===== src/hdl/ubar_pkg.sv =====
// Shared constants, types and helpers for the baud generator and receiver
package ubar_pkg;

	// ==========================================================
	// Bus shape
	localparam int ADDR_W = 8;
	localparam int DATA_W = 32;

	// ==========================================================
	// Register offsets (byte addresses)
	localparam logic [ADDR_W-1:0] OFF_COMMAND  = 8'h00;
	localparam logic [ADDR_W-1:0] OFF_FORMAT   = 8'h04;
	localparam logic [ADDR_W-1:0] OFF_STATUS   = 8'h14;
	localparam logic [ADDR_W-1:0] OFF_RECEIVE  = 8'h18;
	localparam logic [ADDR_W-1:0] OFF_DIVISOR  = 8'h20;

	// ==========================================================
	// Field positions
	localparam int CMD_RECEIVE_RESET   = 2;
	localparam int CMD_RECEIVE_ENABLE  = 4;
	localparam int CMD_RECEIVE_DISABLE = 5;
	localparam int CMD_STATUS_CLEAR    = 8;
	localparam int FMT_PARITY_LSB      = 9;
	localparam int FMT_PARITY_W        = 3;
	localparam int STS_CHAR_AVAILABLE  = 0;
	localparam int STS_OVERRUN         = 5;
	localparam int STS_FRAMING         = 6;
	localparam int STS_PARITY          = 7;
	localparam int STS_RECEIVE_ON      = 16;

	// ==========================================================
	// Reset values and sizes
	localparam int DIV_W = 17;
	localparam logic [DIV_W-1:0]        DIVISOR_RESET = 17'h00000;
	localparam logic [FMT_PARITY_W-1:0] PARITY_RESET  = 3'h0;
	localparam logic [7:0]              HOLDING_RESET = 8'h00;

	// ==========================================================
	// Receiver timing, in ticks of the 16x sampling clock, and the index of the last data bit
	localparam logic [4:0] START_LOW_MAX = 5'h07;
	localparam logic [4:0] FIRST_SAMPLE  = 5'h18;
	localparam logic [4:0] BIT_TICKS     = 5'h10;
	localparam logic [3:0] LAST_BIT      = 4'h7;

	localparam logic [1:0] RESP_OKAY   = 2'h0;
	localparam logic [1:0] RESP_SLVERR = 2'h2;

	// ==========================================================
	// Types
	typedef enum logic [2:0] {
		PAR_EVEN  = 3'h0,
		PAR_ODD   = 3'h1,
		PAR_SPACE = 3'h2,
		PAR_MARK  = 3'h3,
		PAR_NONE  = 3'h4
	} ubar_parity_type;

	typedef enum logic [5:0] {
		ST_OFF    = 6'h01,
		ST_IDLE   = 6'h02,
		ST_START  = 6'h04,
		ST_DATA   = 6'h08,
		ST_PARITY = 6'h10,
		ST_STOP   = 6'h20
	} ubar_rx_state_type;

	typedef struct packed {
		logic              awvalid;
		logic [ADDR_W-1:0] awaddr;
		logic              wvalid;
		logic [DATA_W-1:0] wdata;
		logic [3:0]        wstrb;
		logic              bready;
		logic              arvalid;
		logic [ADDR_W-1:0] araddr;
		logic              rready;
	} ubar_axi_req_type;

	typedef struct packed {
		logic              awready;
		logic              wready;
		logic              bvalid;
		logic [1:0]        bresp;
		logic              arready;
		logic              rvalid;
		logic [DATA_W-1:0] rdata;
		logic [1:0]        rresp;
	} ubar_axi_resp_type;

	// ==========================================================
	// Helpers
	function automatic logic [DATA_W-1:0] ubar_strobe_mask(
		input logic [3:0] strb);
		return {{8{strb[3]}}, {8{strb[2]}}, {8{strb[1]}}, {8{strb[0]}}};
	endfunction

	function automatic logic ubar_expected_parity(input logic [7:0] d,
		input ubar_parity_type p);
		case (p)
			PAR_EVEN:  return ^d;
			PAR_ODD:   return ~^d;
			PAR_MARK:  return 1'b1;
			default:   return 1'b0;
		endcase
	endfunction

endpackage


===== src/hdl/ubar_uart_rx.sv =====
// Baud rate generator, receiver and AXI4-Lite register slave of the port
// Contract
// - Sampling tick from clock over divisor, shared
// - Divisor zero stops ticks, port inactive
// - Divisor reaches 65536
// - Asynchronous only, 8-bit characters, optional parity
// - No timeout, no guard, independent directions
// - Disabled after reset; enable starts hunting
// - Disable: idle stops now, else after stop
// - Receiver reset aborts and disables at once
// - Start valid only if low over 7 ticks
// - First sample 24 ticks after falling edge
// - Later samples every 16 ticks
// - Full character loads holding, sets available
// - Reading holding register clears available
// - Completion while available sets overrun
// - Overrun holds until status clear command
// - Parity mismatch sets parity error with available
// - Parity error sticks until status clear
// - Even, odd, mark and space parity
// - Receive DMA request and interrupt output; transmit DMA request tied low
// - Low stop bit sets sticky framing error
// - Available flag requests receive DMA read
// - Status clear drops parity, framing, overrun
`timescale 1ns/1ps
module ubar_uart_rx #(
	parameter int DIV_W = ubar_pkg::DIV_W
) (
	input  wire logic                     aclk,
	input  wire logic                     aresetn,
	input  wire ubar_pkg::ubar_axi_req_type  axi_req,
	output ubar_pkg::ubar_axi_resp_type      axi_resp,
	input  wire logic                     serial_in_line,
	output logic                          serial_out_line,
	output logic                          rx_dma_request,
	input  wire logic                     rx_dma_ack,
	output logic [7:0]                    rx_dma_data,
	output logic                          tx_dma_request,
	output logic                          irq
);
	import ubar_pkg::*;

	// ==========================================================
	// Register bus slave
	logic              aw_held;
	logic              w_held;
	logic [ADDR_W-1:0] aw_addr;
	logic [DATA_W-1:0] w_data;
	logic [3:0]        w_strb;
	logic              bvalid;
	logic [1:0]        bresp;
	logic              rvalid;
	logic [DATA_W-1:0] rdata;
	logic [1:0]        rresp;

	wire aw_take = axi_req.awvalid & ~aw_held & ~bvalid;
	wire w_take  = axi_req.wvalid & ~w_held & ~bvalid;
	wire ar_take = axi_req.arvalid & ~rvalid;
	wire wr_commit = aw_held & w_held & ~bvalid;

	wire [DATA_W-1:0] wr_mask = ubar_strobe_mask(w_strb);
	wire [DATA_W-1:0] wr_bits = w_data & wr_mask;
	wire wr_cmd = wr_commit & (aw_addr == OFF_COMMAND);
	wire wr_fmt = wr_commit & (aw_addr == OFF_FORMAT);
	wire wr_div = wr_commit & (aw_addr == OFF_DIVISOR);
	wire wr_ok  = (aw_addr == OFF_COMMAND) | (aw_addr == OFF_FORMAT)
		| (aw_addr == OFF_DIVISOR);

	wire cmd_rst = wr_cmd & wr_bits[CMD_RECEIVE_RESET];
	wire cmd_en  = wr_cmd & wr_bits[CMD_RECEIVE_ENABLE];
	wire cmd_dis = wr_cmd & wr_bits[CMD_RECEIVE_DISABLE];
	wire cmd_sta = wr_cmd & wr_bits[CMD_STATUS_CLEAR];

	assign axi_resp.awready = ~aw_held & ~bvalid;
	assign axi_resp.wready  = ~w_held & ~bvalid;
	assign axi_resp.bvalid  = bvalid;
	assign axi_resp.bresp   = bresp;
	assign axi_resp.arready = ~rvalid;
	assign axi_resp.rvalid  = rvalid;
	assign axi_resp.rdata   = rdata;
	assign axi_resp.rresp   = rresp;

	always_ff @(posedge aclk) begin
		if (!aresetn) begin
			aw_held <= 1'b0;
			w_held  <= 1'b0;
			aw_addr <= '0;
			w_data  <= '0;
			w_strb  <= 4'h0;
			bvalid  <= 1'b0;
			bresp   <= RESP_OKAY;
		end else begin
			if (aw_take) begin
				aw_held <= 1'b1;
				aw_addr <= axi_req.awaddr;
			end
			if (w_take) begin
				w_held <= 1'b1;
				w_data <= axi_req.wdata;
				w_strb <= axi_req.wstrb;
			end
			if (wr_commit) begin
				aw_held <= 1'b0;
				w_held  <= 1'b0;
				bvalid  <= 1'b1;
				bresp   <= wr_ok ? RESP_OKAY : RESP_SLVERR;
			end else if (bvalid && axi_req.bready) begin
				bvalid <= 1'b0;
			end
		end
	end

	// ==========================================================
	// Software registers
	logic [DIV_W-1:0]  rate_divisor;
	ubar_parity_type   parity_type;

	wire [DATA_W-1:0] fmt_word = {{(DATA_W-FMT_PARITY_LSB-FMT_PARITY_W){1'b0}},
		parity_type, {FMT_PARITY_LSB{1'b0}}};
	wire [DATA_W-1:0] div_word = {{(DATA_W-DIV_W){1'b0}}, rate_divisor};
	wire [DATA_W-1:0] next_fmt_word = wr_bits | (fmt_word & ~wr_mask);
	wire [DATA_W-1:0] next_div_word = wr_bits | (div_word & ~wr_mask);
	wire parity_on = parity_type < PAR_NONE;

	always_ff @(posedge aclk) begin
		if (!aresetn) begin
			rate_divisor <= DIVISOR_RESET;
			parity_type  <= ubar_parity_type'(PARITY_RESET);
		end else begin
			if (wr_div)
				rate_divisor <= next_div_word[DIV_W-1:0];
			if (wr_fmt)
				parity_type <= ubar_parity_type'(
					next_fmt_word[FMT_PARITY_LSB +: FMT_PARITY_W]);
		end
	end

	// ==========================================================
	// Baud rate generator: one tick per divisor clocks, 16 per bit
	logic [DIV_W-1:0] div_cnt;
	wire tick = (rate_divisor != '0) && (div_cnt >= rate_divisor - 1'b1);

	always_ff @(posedge aclk) begin
		if (!aresetn || rate_divisor == '0 || tick)
			div_cnt <= '0;
		else
			div_cnt <= div_cnt + 1'b1;
	end

	// ==========================================================
	// Receiver
	ubar_rx_state_type state;
	ubar_rx_state_type next_state;
	logic [4:0] tick_cnt;
	logic [4:0] next_cnt;
	logic [3:0] bit_idx;
	logic [3:0] next_idx;
	logic [7:0] shift;
	logic [7:0] next_shift;
	logic       par_bit;
	logic       next_par;
	logic       stop_pending;
	logic       next_stop;
	logic       char_done;
	logic [7:0] holding;
	logic       char_available;
	logic       overrun_flag;
	logic       parity_error_flag;
	logic       framing_error_flag;

	wire bit_due = tick && (tick_cnt == BIT_TICKS);
	wire leave_now = stop_pending | cmd_dis;
	wire rd_holding = ar_take && (axi_req.araddr == OFF_RECEIVE);
	wire par_bad = parity_on
		&& (par_bit != ubar_expected_parity(shift, parity_type));

	// No timeout or guard; transmitter is independent
	always_comb begin
		next_state = state;
		next_cnt   = tick_cnt;
		next_idx   = bit_idx;
		next_shift = shift;
		next_par   = par_bit;
		next_stop  = stop_pending;
		char_done  = 1'b0;
		// Disable mid-character waits for the stop bit
		if (cmd_dis && state != ST_OFF && state != ST_IDLE)
			next_stop = 1'b1;
		case (state)
			ST_OFF: begin
				if (cmd_en && !cmd_dis)
					next_state = ST_IDLE;
			end
			ST_IDLE: begin
				if (cmd_dis) begin
					next_state = ST_OFF;
				end else if (tick && !serial_in_line) begin
					next_state = ST_START;
					next_cnt   = 5'h01;
				end
			end
			ST_START: begin
				if (tick) begin
					if (tick_cnt <= START_LOW_MAX && serial_in_line) begin
						next_state = leave_now ? ST_OFF : ST_IDLE;
						next_stop  = 1'b0;
					end else if (tick_cnt == FIRST_SAMPLE) begin
						next_shift = {serial_in_line, shift[7:1]};
						next_idx   = 4'h1;
						next_cnt   = 5'h01;
						next_state = ST_DATA;
					end else begin
						next_cnt = tick_cnt + 5'h01;
					end
				end
			end
			ST_DATA: begin
				if (bit_due) begin
					next_shift = {serial_in_line, shift[7:1]};
					next_cnt   = 5'h01;
					if (bit_idx == LAST_BIT)
						next_state = parity_on ? ST_PARITY : ST_STOP;
					else
						next_idx = bit_idx + 4'h1;
				end else if (tick) begin
					next_cnt = tick_cnt + 5'h01;
				end
			end
			ST_PARITY: begin
				if (bit_due) begin
					next_par   = serial_in_line;
					next_cnt   = 5'h01;
					next_state = ST_STOP;
				end else if (tick) begin
					next_cnt = tick_cnt + 5'h01;
				end
			end
			ST_STOP: begin
				if (bit_due) begin
					char_done  = 1'b1;
					next_state = leave_now ? ST_OFF : ST_IDLE;
					next_stop  = 1'b0;
				end else if (tick) begin
					next_cnt = tick_cnt + 5'h01;
				end
			end
			default: begin
				next_state = ST_OFF;
			end
		endcase
		if (cmd_rst) begin
			next_state = ST_OFF;
			next_stop  = 1'b0;
			next_cnt   = 5'h00;
			next_idx   = 4'h0;
			char_done  = 1'b0;
		end
	end

	always_ff @(posedge aclk) begin
		if (!aresetn) begin
			state        <= ST_OFF;
			tick_cnt     <= 5'h00;
			bit_idx      <= 4'h0;
			shift        <= 8'h00;
			par_bit      <= 1'b0;
			stop_pending <= 1'b0;
		end else begin
			state        <= next_state;
			tick_cnt     <= next_cnt;
			bit_idx      <= next_idx;
			shift        <= next_shift;
			par_bit      <= next_par;
			stop_pending <= next_stop;
		end
	end

	// ==========================================================
	// Holding register and status flags; a new event beats a clear
	always_ff @(posedge aclk) begin
		if (!aresetn) begin
			holding            <= HOLDING_RESET;
			char_available     <= 1'b0;
			overrun_flag       <= 1'b0;
			parity_error_flag  <= 1'b0;
			framing_error_flag <= 1'b0;
		end else begin
			// Read by software or DMA clears
			if (char_done) begin
				holding        <= shift;
				char_available <= 1'b1;
			end else if (rd_holding || rx_dma_ack) begin
				char_available <= 1'b0;
			end
			if (char_done && char_available)
				overrun_flag <= 1'b1;
			else if (cmd_sta)
				overrun_flag <= 1'b0;
			if (char_done && par_bad)
				parity_error_flag <= 1'b1;
			else if (cmd_sta)
				parity_error_flag <= 1'b0;
			// Sender ends with a high stop bit
			// Status clear drops all three errors
			if (char_done && !serial_in_line)
				framing_error_flag <= 1'b1;
			else if (cmd_sta)
				framing_error_flag <= 1'b0;
		end
	end

	// ==========================================================
	// Read path
	wire [DATA_W-1:0] sts_word = (DATA_W'(char_available) << STS_CHAR_AVAILABLE)
		| (DATA_W'(overrun_flag) << STS_OVERRUN)
		| (DATA_W'(framing_error_flag) << STS_FRAMING)
		| (DATA_W'(parity_error_flag) << STS_PARITY)
		| (DATA_W'(state != ST_OFF) << STS_RECEIVE_ON);
	wire sel_fmt = axi_req.araddr == OFF_FORMAT;
	wire sel_sts = axi_req.araddr == OFF_STATUS;
	wire sel_rcv = axi_req.araddr == OFF_RECEIVE;
	wire sel_div = axi_req.araddr == OFF_DIVISOR;
	wire rd_ok   = sel_fmt | sel_sts | sel_rcv | sel_div;
	wire [DATA_W-1:0] rd_word = sel_fmt ? fmt_word
		: sel_sts ? sts_word
		: sel_rcv ? {{(DATA_W-8){1'b0}}, holding}
		: sel_div ? div_word
		: '0;

	always_ff @(posedge aclk) begin
		if (!aresetn) begin
			rvalid <= 1'b0;
			rdata  <= '0;
			rresp  <= RESP_OKAY;
		end else if (ar_take) begin
			rvalid <= 1'b1;
			rdata  <= rd_word;
			rresp  <= rd_ok ? RESP_OKAY : RESP_SLVERR;
		end else if (rvalid && axi_req.rready) begin
			rvalid <= 1'b0;
		end
	end

	// ==========================================================
	// System outputs; the transmitter sits outside this block
	// DMA requests and interrupt
	assign rx_dma_request  = char_available;
	assign rx_dma_data     = holding;
	assign tx_dma_request  = 1'b0;
	assign serial_out_line = 1'b1;
	assign irq = char_available | overrun_flag | parity_error_flag
		| framing_error_flag;
endmodule

===== config.mk =====
export PLATFORM = sky130hd
export DESIGN_NAME = ubar_uart_rx
export DESIGN_NICKNAME = d
export VERILOG_FILES = /design/src/hdl/ubar_pkg.sv /design/src/hdl/ubar_uart_rx.sv
export SDC_FILE = /design/constraint.sdc
export NUM_CORES = 1
export LEC_CHECK = 0
export BUFFER_PORTS_ARGS = -buffer_cell sky130_fd_sc_hd__clkbuf_2
export CORE_AREA = 2 2 106 108
export CTS_CLUSTER_DIAMETER = 60
export DETAILED_ROUTE_END_ITERATION = 8
export DIE_AREA = 0 0 108 110
export PLACE_DENSITY = 0.85
export SETUP_SLACK_MARGIN = 0.02
export SYNTH_ARGS = -nofsm -noshare
export SYNTH_HDL_FRONTEND = slang
export SYNTH_SLANG_ARGS = --single-unit

===== constraint.sdc =====
create_clock -name aclk -period 9.6 [get_ports aclk]
set_input_delay 1.44 -clock aclk [delete_from_list [all_inputs] [get_ports aclk]]
set_output_delay 1.44 -clock aclk [all_outputs]
set_load 0.02 [all_outputs]

==> flow_metrics.env, run 1 <==
export IMPL_run_status="finished, final reports clean"
export IMPL_synth_top_area_frac=0.388
export IMPL_setup_viol=0
export IMPL_antennaDiodeCount=0
export IMPL_nets=895
export IMPL_r2r_end="parity_error_flag$_SDFFE_PN0P_"
export IMPL_grt_usage=0.274
export IMPL_dieArea_um2=11900
export IMPL_netlist_instances=754
export IMPL_synth_xor_area_share=0.0543
export IMPL_ys_flop_type="dfxtp_1"
export IMPL_fp_row_count=38
export IMPL_tns_ns=0
export IMPL_antenna_found_initial=0
export IMPL_wl_um=15700
export IMPL_grt_pass1_wl_um=25600
export IMPL_fmax_ghz=0.222
export IMPL_tritoncts="built"
export IMPL_rsz0062_at_grt="false"
export IMPL_vias=5723
export IMPL_gp_congestion=0.952
export IMPL_worstSetupPathType="reg -> reg"
export IMPL_holdPathStages=2
export IMPL_io_buffers=78
export IMPL_clkTransAtPathRegs_ns=0.06
export IMPL_ctsRootBufferMaster="clkbuf_8"
export IMPL_startpoint_type="flip-flop"
export IMPL_p_leak_nw=3.12
export IMPL_finalInstanceArea_um2=7350
export IMPL_hpwl_um=11400
export IMPL_clk_path_buf_depth=2
export IMPL_relSlewSlack=0.190
export IMPL_cp_max_fo=13
export IMPL_vias_per_cell=5.94
export IMPL_slowest_delay_ns=0.67
export IMPL_cts_setup_buffers=0
export IMPL_fin_skew_ns=0.00601
export IMPL_async_flop_share=0
export IMPL_power_density_nw_per_um2=178
export IMPL_synthAdderAreaFrac=0.0427
export IMPL_synth_simple_area_share=0.253
export IMPL_mostFrequentLayoutCells="dfxtp_1, nand2_1, clkbuf_2, nor2_1, a21boi_0"
export IMPL_seq_area_frac_synth=0.388
export IMPL_r2r_cells=15
export IMPL_finalCritPeriodShare=0.468
export IMPL_worstMarginPinSlew_ns=1.21
export IMPL_final_common_cell="dfxtp_1"
export IMPL_cts_sinks=125
export IMPL_hold_path_startpoint="aw_addr[7]$_SDFFE_PN0P_"
export IMPL_synth_mux_area_frac=0.0310
export IMPL_synthTopCellsByArea="dfxtp_1, nand2_1, a21boi_0"
export IMPL_ir_worst_vdd_mv=0.150
export IMPL_drtIter0Drc=416
export IMPL_drc=0
export IMPL_total_power_mw=1.31
export IMPL_crit_required_ns=10.07
export IMPL_holdCritPathClass="reg -> reg"
export IMPL_crit_top_cell="nor3_1"
export IMPL_ys_types=67
export IMPL_wl_per_cell_um=16.3
export IMPL_synth_warnings=0
export IMPL_slowest_stage="nand4_1"
export IMPL_fp_coreArea_um2=10700
export IMPL_grt_pass1_vias=5502
export IMPL_avgSynthCellArea_um2=8.56
export IMPL_cp_depth=15
export IMPL_hold_violations=0
export IMPL_areaGrowthSynthToFinish_pct=14.0
export IMPL_slew_viol_final=0
export IMPL_cts_max_level=4
export IMPL_ioPinCount=114
export IMPL_grt_max_degree=95
export IMPL_crit_path_end_kind="flip-flop"
export IMPL_layout_min_cycle_time_ns=4.50
export IMPL_synth_edf_count=0
export IMPL_holdPathEnd="aw_addr[7]$_SDFFE_PN0P_"
export IMPL_first_pass_iters=8
export IMPL_synth_area_um2=6450
export IMPL_grt_ovfl_total=0
export IMPL_cts_hold_buffers_added=0
export IMPL_arrival_ns=4.97
export IMPL_clk_latency_ns=0.53
export IMPL_cp_num_buf_inv=0
export IMPL_die_h_um=110
export IMPL_synth_compound_area_frac=0.174
export IMPL_die_x_um=108
export IMPL_synth_top_cell_by_area="dfxtp_1"
export IMPL_cts_resized=0
export IMPL_max_cap_violations=0
export IMPL_ant_nets=0
export IMPL_path_delay_family="simple AND/OR/NAND/NOR gates"
export IMPL_r2r_slack_ns=5.10
export IMPL_yosys_register_bits=125
export IMPL_numCtsBuffers=17
export IMPL_layout_drive_gt1_share=0.146
export IMPL_place_area_um2=6790
export IMPL_start_util=0.603
export IMPL_cp_cell_sequence="nor3_1 -> and3_1 -> nand2b_1 -> nor4_1 -> nand2b_1 -> nor4_1 -> xnor2_1 -> ha_1 -> nand4_1 -> nor3_1 -> nor3_1 -> a21bo_2 -> nand4_1 -> o31ai_1 -> and2_1"
export IMPL_synth_top_family_by_area="simple AND/OR/NAND/NOR gates"
==> worst max path at each step <==
stage | to | slack (ns)
CTS | parity_error_flag$_SDFFE_PN0P_ | 5.19
global placement | parity_error_flag$_SDFFE_PN0P_ | 5.38
global route | parity_error_flag$_SDFFE_PN0P_ | 4.75
finish | parity_error_flag$_SDFFE_PN0P_ | 5.10
floorplan | tick_cnt[4]$_SDFFE_PP0P_ | 5.87
detailed placement | parity_error_flag$_SDFFE_PN0P_ | 5.26
==> cells by family after synthesis <==
kind of cell             count (synthesis)
flip-flops                             125
AND/OR/NAND/NOR                        317
adder cells (fa/ha/maj)                 22
XOR/XNOR                                40
multiplexers                            20
buffers and inverters                   74
other                                    2
AO/OA/AOI/OAI                          154
==> synthesized netlist by cell type, drive strengths merged (3+ instances only) <==
| library cell | instances |
|---|---|
| nor2b | 32 |
| a21boi | 48 |
| or4 | 6 |
| o211a | 5 |
| or3 | 4 |
| nand2b | 5 |
| nor3b | 5 |
| nand3b | 4 |
| o21ai | 18 |
| and3 | 14 |
| xnor2 | 24 |
| a221oi | 8 |
| xor2 | 16 |
| nand3 | 36 |
| nor2 | 53 |
| nor3 | 18 |
| a211oi | 3 |
| inv | 17 |
| buf | 25 |
| o21a | 3 |
| nor4 | 5 |
| a2111oi | 3 |
| nand4 | 12 |
| and2 | 9 |
| nand2 | 101 |
| nand4b | 3 |
| clkbuf | 32 |
| dfxtp | 125 |
| a21oi | 21 |
| a222oi | 4 |
| a22oi | 6 |
| o211ai | 4 |
| ha | 22 |
| o31ai | 5 |
| mux2i | 20 |
| a31oi | 6 |
==> layout make-up <==
cell class | instances | area, um2
Clock buffer | 20 | 445
Clock inverter | 10 | 118
Fill cell | 880 | 3340
Inverter | 17 | 63.8
Multi-Input combinational cell | 572 | 3650
Sequential cell | 125 | 2500
Tap cell | 140 | 175
Timing Repair Buffer | 79 | 398
==> power by group <==
group / switching (mW) / internal, mW / total, mW
clock network: 0.231 / 0.380 / 0.610
logic: 0.0905 / 0.0534 / 0.144
registers: 0.0202 / 0.537 / 0.557
total: 0.341 / 0.970 / 1.31
==> metrics by stage <==
| stage | instances | hold slack, ns | setup slack, ns | utilization |
|---|---|---|---|---|
| after floorplan | 771 | 0.437 | 5.87 | - |
| after global placement | 933 | 0.450 | 5.38 | 0.635 |
| after detailed placement | 933 | 0.462 | 5.26 | 0.635 |
| after CTS | 963 | 0.470 | 5.19 | 0.687 |
| after global routing | 963 | 0.492 | 4.75 | 0.687 |
| final | 963 | 0.464 | 5.10 | 0.687 |
==> worst reg2reg max path, cell delays in order (launching register included) <==
cell,delay [ns]
dfxtp_1,0.38
nor3_1,0.34
and3_1,0.25
nand2b_1,0.08
nor4_1,0.31
nand2b_1,0.17
nor4_1,0.25
xnor2_1,0.11
ha_1,0.28
nand4_1,0.15
nor3_1,0.28
nor3_1,0.10
a21bo_2,0.38
nand4_1,0.67
o31ai_1,0.49
and2_1,0.18
==> layer usage <==
layer  GRT usage  part of all wire
met5           0                 0
met4       0.114             0.021
met3      0.0752             0.064
met2       0.467              0.49
met1       0.328              0.43
(Power assumes the default switching activity.)
==> inputs of run 2 (changes only) <==
- CORE_AREA: 2 2 106 108 -> 2 2 111 113
- DIE_AREA: 0 0 108 110 -> 0 0 113 115
- PLACE_DENSITY: 0.85 -> 0.78
- clock period: 9.6 -> 4.42 ns (I/O delays scaled with it)
==> run 2 against run 1 <==
  * The flow now finishes with violations (design-rule violations)
  * Critical path depth stayed put
  * Fmax is 11% higher
  * Core utilization is 5.9 points lower
  * Combinational power is 120% higher
  * Final cell count is 1.1% higher
  * Critical path type unchanged
  * Count of clock-buffer cells in the layout is 2 higher
  * Setup slack worse by 4.8 ns
  * Sequential share of layout area is 0.32 points lower
==> flow_metrics.env, run 2 (synthesis gave the netlist of run 1 again) <==
export IMPL_antennaDiodeCount=0
export IMPL_ctsRootBufferMaster="clkbuf_16"
export IMPL_tritoncts="built"
export IMPL_arrival_ns=4.38
export IMPL_cts_max_level=4
export IMPL_vias_per_cell=5.77
export IMPL_mostFrequentLayoutCells="dfxtp_1, nand2_1, clkbuf_2, nor2_1, a21boi_0"
export IMPL_drtIter0Drc=438
export IMPL_wl_um=16000
export IMPL_ioPinCount=114
export IMPL_ir_worst_vdd_mv=0.273
export IMPL_hpwl_um=11600
export IMPL_grt_pass1_wl_um=26300
export IMPL_antenna_found_initial=0
export IMPL_worstSetupPathType="reg -> reg"
export IMPL_fp_coreArea_um2=11800
export IMPL_wl_per_cell_um=16.4
export IMPL_place_area_um2=6820
export IMPL_hold_violations=0
export IMPL_io_buffers=78
export IMPL_p_leak_nw=3.14
export IMPL_slowest_stage="a221o_1"
export IMPL_grt_pass1_vias=5474
export IMPL_cts_setup_buffers=0
export IMPL_tns_ns=0
export IMPL_areaGrowthSynthToFinish_pct=15.0
export IMPL_cp_max_fo=13
export IMPL_dieArea_um2=13000
export IMPL_final_cells=974
export IMPL_relSlewSlack=0.500
export IMPL_clk_latency_ns=0.43
export IMPL_grt_max_degree=95
export IMPL_crit_path_end_kind="flip-flop"
export IMPL_slew_viol_final=0
export IMPL_setup_viol=0
export IMPL_cts_hold_buffers_added=0
export IMPL_cts_sinks=125
export IMPL_final_common_cell="dfxtp_1"
export IMPL_slowest_delay_ns=0.41
export IMPL_cp_cell_sequence="nor3_1 -> and3_1 -> nand2b_1 -> nor4_1 -> nand2b_1 -> nor3_1 -> xnor2_1 -> ha_1 -> nand4_1 -> nor3_1 -> nor3_1 -> a21bo_2 -> nand4_1 -> a221o_1 -> a31o_1"
export IMPL_vias=5621
export IMPL_total_power_mw=2.92
export IMPL_start_util=0.546
export IMPL_place_inst=943
export IMPL_finalInstanceArea_um2=7420
export IMPL_holdCritPathClass="reg -> reg"
export IMPL_fp_row_count=40
export IMPL_final_util=0.628
export IMPL_violations="design-rule violations"
export IMPL_fmax_ghz=0.246
export IMPL_run_status="complete, but fails checks"
export IMPL_die_h_um=115
export IMPL_worstMarginPinSlew_ns=0.750
export IMPL_rsz0062_at_grt="false"
export IMPL_ant_nets=0
export IMPL_nets=898
export IMPL_grt_ovfl_total=0
export IMPL_fin_skew_ns=0.00465
export IMPL_layout_min_cycle_time_ns=4.07
export IMPL_finalCritPeriodShare=0.921
export IMPL_gp_congestion=0.881
export IMPL_crit_top_cell="nor3_1"
export IMPL_grt_usage=0.255
export IMPL_die_x_um=113
export IMPL_clkTransAtPathRegs_ns=0.06
export IMPL_first_pass_iters=7
export IMPL_max_cap_violations=0
export IMPL_layout_drive_gt1_share=0.151
export IMPL_cts_resized=0
export IMPL_clk_path_buf_depth=2
export IMPL_numCtsBuffers=17
export IMPL_power_density_nw_per_um2=393
export IMPL_crit_required_ns=4.73
export IMPL_startpoint_type="flip-flop"
export IMPL_drc=6
-- run 2: cell types whose count changed in the layout (fill, tap and decap cells not counted), sizes merged --
cell / previous run / this run
buf: 1 / 4
inv: 17 / 18
clkbuf: 98 / 100
clkinvlp: 1 / 3
clkinv: 7 / 3
-- run 2: report_power, final --
group	total, mW	internal (mW)	switching [mW]
sequential	1.21	1.17	0.0429
clock	1.39	0.885	0.507
combinational	0.315	0.117	0.198
-- run 2: stage by stage --
stage	worst slack (ns)	hold slack [ns]
final	0.350	0.467
after global routing	0.0397	0.477
after CTS	0.385	0.463
after detailed placement	0.406	0.461
after global placement	0.557	0.449
after floorplan	0.690	0.437
-- run 2: final timing paths --
check,startpoint,to,slack [ns],depth (start not counted)
worst min-delay path,aw_addr[7]$_SDFFE_PN0P_,aw_addr[7]$_SDFFE_PN0P_,0.47,2
worst max register to register,flip-flop,tick_cnt[4]$_SDFFE_PP0P_,0.35,15
worst min register to register,aw_addr[7]$_SDFFE_PN0P_,aw_addr[7]$_SDFFE_PN0P_,0.47,2
worst max-delay path,flip-flop,tick_cnt[4]$_SDFFE_PP0P_,0.35,15
-- run 2: final cells by class --
class                      count  area, um2
clock buffer                  22        484
tap                          147        184
inverter                      17       63.8
timing repair buffer          82        420
clock inverter                 9        110
fill                         984       4390
sequential                   125       2500
multi-input combinational    572       3660
-- run 2: worst max-delay path: cells and delay by family, from the launching register on --
kind | cells | cell delay [ns]
AOI/OAI and AO/OA | 3 | 1.01
and+or+nand+nor | 10 | 2.17
adders and majority gates | 1 | 0.30
xor gates and xnor gates | 1 | 0.10
DFF | 1 | 0.37
-- run 2: routing by layer --
layer	vias up	GRT usage	routed length (um)
li1	2759	-	-
met1	2630	0.323	6960
met2	204	0.425	7740
met3	28	0.0580	1030
met4	0	0.0992	259
met5	-	0	0
==> inputs of run 3 (changes only) <==
- ABC_AREA: unset -> 1
- PLACE_DENSITY: 0.78 -> 0.79
- SLEW_MARGIN: unset -> 20
==> run 3 against run 2 <==
  * The flow still finishes with violations (design-rule violations)
  * Combinational power rose by 40%
  * Register-to-register slack better by 0.21 ns
  * Largest power group unchanged
  * Hold slack got worse by 0.014 ns
  * Total power grew 2.1%
  * Highest routed layer unchanged
  * Final cell count increased by 17%
  * Sequential share of layout area decreased by 0.13 points
  * Count of clock-buffer cells in the layout rose by 1
  * Design area grew 0.39%
  * Die area unchanged
  * First-iteration DRC count is 7.3% lower
  * Clock skew is 0.0063 ns higher
  * Core utilization grew 0.24 points
==> flow_metrics.env, run 3 <==
export IMPL_run_status="complete, but fails checks"
export IMPL_violations="design-rule violations"
export IMPL_fill_cells=1086
export IMPL_tns_ns=0
export IMPL_numCtsBuffers=17
export IMPL_cts_sinks=125
export IMPL_setup_ws_ns=0.563
export IMPL_finalCritPeriodShare=0.873
export IMPL_start_util=0.552
export IMPL_grt_pass1_vias=5433
export IMPL_mostFrequentLayoutCells="nand2_1, dfxtp_1, nor2_1, inv_1, a21oi_1"
export IMPL_cts_max_level=4
export IMPL_ant_nets=0
export IMPL_drc=5
export IMPL_netlist_instances=905
export IMPL_ioPinCount=114
export IMPL_final_util=0.631
export IMPL_crit_required_ns=4.73
export IMPL_die_x_um=113
export IMPL_fp_row_count=40
export IMPL_cp_max_fo=11
export IMPL_rsz0062_at_grt="false"
export IMPL_path_delay_family="simple AND/OR/NAND/NOR gates"
export IMPL_synth_warnings=0
export IMPL_power_density_nw_per_um2=400
export IMPL_crit_top_cell="nand2_1"
export IMPL_final_common_cell="nand2_1"
export IMPL_tritoncts="built"
export IMPL_hold_path_startpoint="aw_addr[0]$_SDFFE_PN0P_"
export IMPL_cts_resized=0
export IMPL_vias=5952
export IMPL_ctsRootBufferMaster="clkbuf_16"
export IMPL_fin_skew_ns=0.0109
export IMPL_vias_per_cell=5.24
export IMPL_io_buffers=78
export IMPL_wl_um=15200
export IMPL_synth_area_um2=6520
export IMPL_cts_setup_buffers=0
export IMPL_holdCritPathClass="reg -> reg"
export IMPL_drtIter0Drc=406
export IMPL_antenna_found_initial=0
export IMPL_r2r_cells=24
export IMPL_grt_usage=0.241
export IMPL_slew_viol_final=0
export IMPL_areaGrowthSynthToFinish_pct=14.3
export IMPL_seq_area_frac_synth=0.384
export IMPL_relSlewSlack=0.483
export IMPL_fmax_ghz=0.259
export IMPL_ys_types=46
export IMPL_die_h_um=115
export IMPL_slowest_stage="nor2_2"
export IMPL_synth_edf_count=0
export IMPL_p_leak_nw=3.39
export IMPL_startpoint_type="flip-flop"
export IMPL_synth_most_common_cell="nand2_1"
export IMPL_grt_max_degree=44
export IMPL_grt_pass1_wl_um=24800
export IMPL_holdPathEnd="aw_addr[0]$_SDFFE_PN0P_"
export IMPL_async_flop_share=0
export IMPL_crit_path_end_kind="flip-flop"
export IMPL_layout_min_cycle_time_ns=3.86
export IMPL_r2r_end="state[2]$_SDFFE_PP0P_"
export IMPL_nets=1059
export IMPL_cp_cell_sequence="inv_1 -> nand3_1 -> nor3_1 -> nand2_1 -> nor2_1 -> nand2_1 -> nor3_1 -> nand2_1 -> xor2_1 -> inv_1 -> ha_1 -> nand2_1 -> nor2_1 -> nand3_1 -> nor2_1 -> nor2_1 -> nand3_4 -> nand3_4 -> nand2_2 -> nand2_1 -> nor2_2 -> nand2_1 -> nand2_1 -> nor2_1"
export IMPL_worstMarginPinSlew_ns=0.774
export IMPL_ys_flop_type="dfxtp_1"
export IMPL_arrival_ns=4.17
export IMPL_hold_violations=0
export IMPL_synth_top_area_frac=0.384
export IMPL_synthTopCellsByCount="nand2_1, dfxtp_1, nor2_1"
export IMPL_clk_latency_ns=0.42
export IMPL_avgSynthCellArea_um2=7.20
export IMPL_first_pass_iters=8
export IMPL_yosys_register_bits=125
export IMPL_max_cap_violations=0
export IMPL_wl_per_cell_um=13.4
export IMPL_clkTransAtPathRegs_ns=0.05
export IMPL_cts_hold_buffers_added=0
export IMPL_clk_path_buf_depth=2
export IMPL_antennaDiodeCount=0
export IMPL_fp_coreArea_um2=11800
export IMPL_worstSetupPathType="reg -> reg"
export IMPL_holdPathStages=2
export IMPL_setup_viol=0
export IMPL_ir_worst_vdd_mv=0.332
export IMPL_holdWs_ns=0.452
export IMPL_hpwl_um=10900
export IMPL_cp_num_buf_inv=2
export IMPL_layout_drive_gt1_share=0.140
export IMPL_slowest_delay_ns=0.36
export IMPL_dieArea_um2=13000
export IMPL_synth_top_cell_by_area="dfxtp_1"
export IMPL_synthTopCellsByArea="dfxtp_1, nand2_1, a21oi_1"
export IMPL_grt_ovfl_total=0
export IMPL_dp_slack_ns=0.625
export IMPL_gp_congestion=0.867
export IMPL_r2r_slack_ns=0.56
-- run 3: worst register-to-register path: cells and delay by family, from the launching register on --
| family | cells | cell delay, ns |
|---|---|---|
| adder cells (fa/ha/maj) | 1 | 0.26 |
| XOR/XNOR | 1 | 0.16 |
| AND/OR/NAND/NOR | 20 | 2.80 |
| buffers and inverters | 2 | 0.22 |
| flip-flops | 1 | 0.30 |
-- run 3: per-stage QoR --
stage                     cells  total power, mW  cell area (um2)
after floorplan             922             1.61             6580
after global placement     1104             1.67             6900
after detailed placement   1104             1.68             6900
after CTS                  1135             2.99             7450
after global routing       1135             3.11             7450
final                      1135             2.98             7450
-- run 3: worst max path at each step --
stage,startpoint,end,slack (ns),depth (start not counted)
6_report,flip-flop,state[2]$_SDFFE_PP0P_,0.56,24
5_1_grt,flip-flop,state[1]$_SDFFE_PP0P_,0.02,24
4_1_cts,flip-flop,state[3]$_SDFFE_PP0P_,0.57,24
3_5_place_dp,flip-flop,state[3]$_SDFFE_PP0P_,0.63,24
3_3_place_gp,flip-flop,state[4]$_SDFFE_PP0P_,0.72,24
2_1_floorplan,flip-flop,state[5]$_SDFFE_PP0P_,1.31,25
-- run 3: report_power, final --
| group | switching, mW | internal, mW | leakage [nW] |
|---|---|---|---|
| Sequential | 0.0390 | 1.18 | 1.02 |
| Clock | 0.482 | 0.834 | 0.271 |
| Combinational | 0.303 | 0.136 | 2.10 |
| Total | 0.824 | 2.16 | 3.39 |
-- run 3: area by class of cell --
| type | instances | area [um2] | area share |
|---|---|---|---|
| Clock buffer | 23 | 458 | 0.0615 |
| Clock inverter | 8 | 92.6 | 0.0124 |
| Inverter | 105 | 394 | 0.0529 |
| Multi-Input combinational cell | 647 | 3420 | 0.458 |
| Sequential cell | 125 | 2500 | 0.336 |
| Tap cell | 147 | 184 | 0.0247 |
| Timing Repair Buffer | 80 | 405 | 0.0544 |
-- run 3: cells by family (layout without fill, tap and decap cells) --
| logic type | Yosys count | after routing | synth area share |
|---|---|---|---|
| simple gates | 394 | 394 | 0.280 |
| compound gates | 178 | 178 | 0.145 |
| buf+inv | 150 | 216 | 0.102 |
| flops | 125 | 125 | 0.384 |
| xor+xnor | 34 | 34 | 0.0457 |
| fa+ha+maj | 22 | 22 | 0.0422 |
| other cells | 2 | 19 | 0.00115 |
-- run 3: routing by layer --
metal,GRT usage,wire length (um),vias to the layer above
met5,0,0,-
met4,0.0935,278,0
met3,0.0617,836,28
met2,0.423,7550,161
met1,0.283,6530,2716
li1,-,-,3047
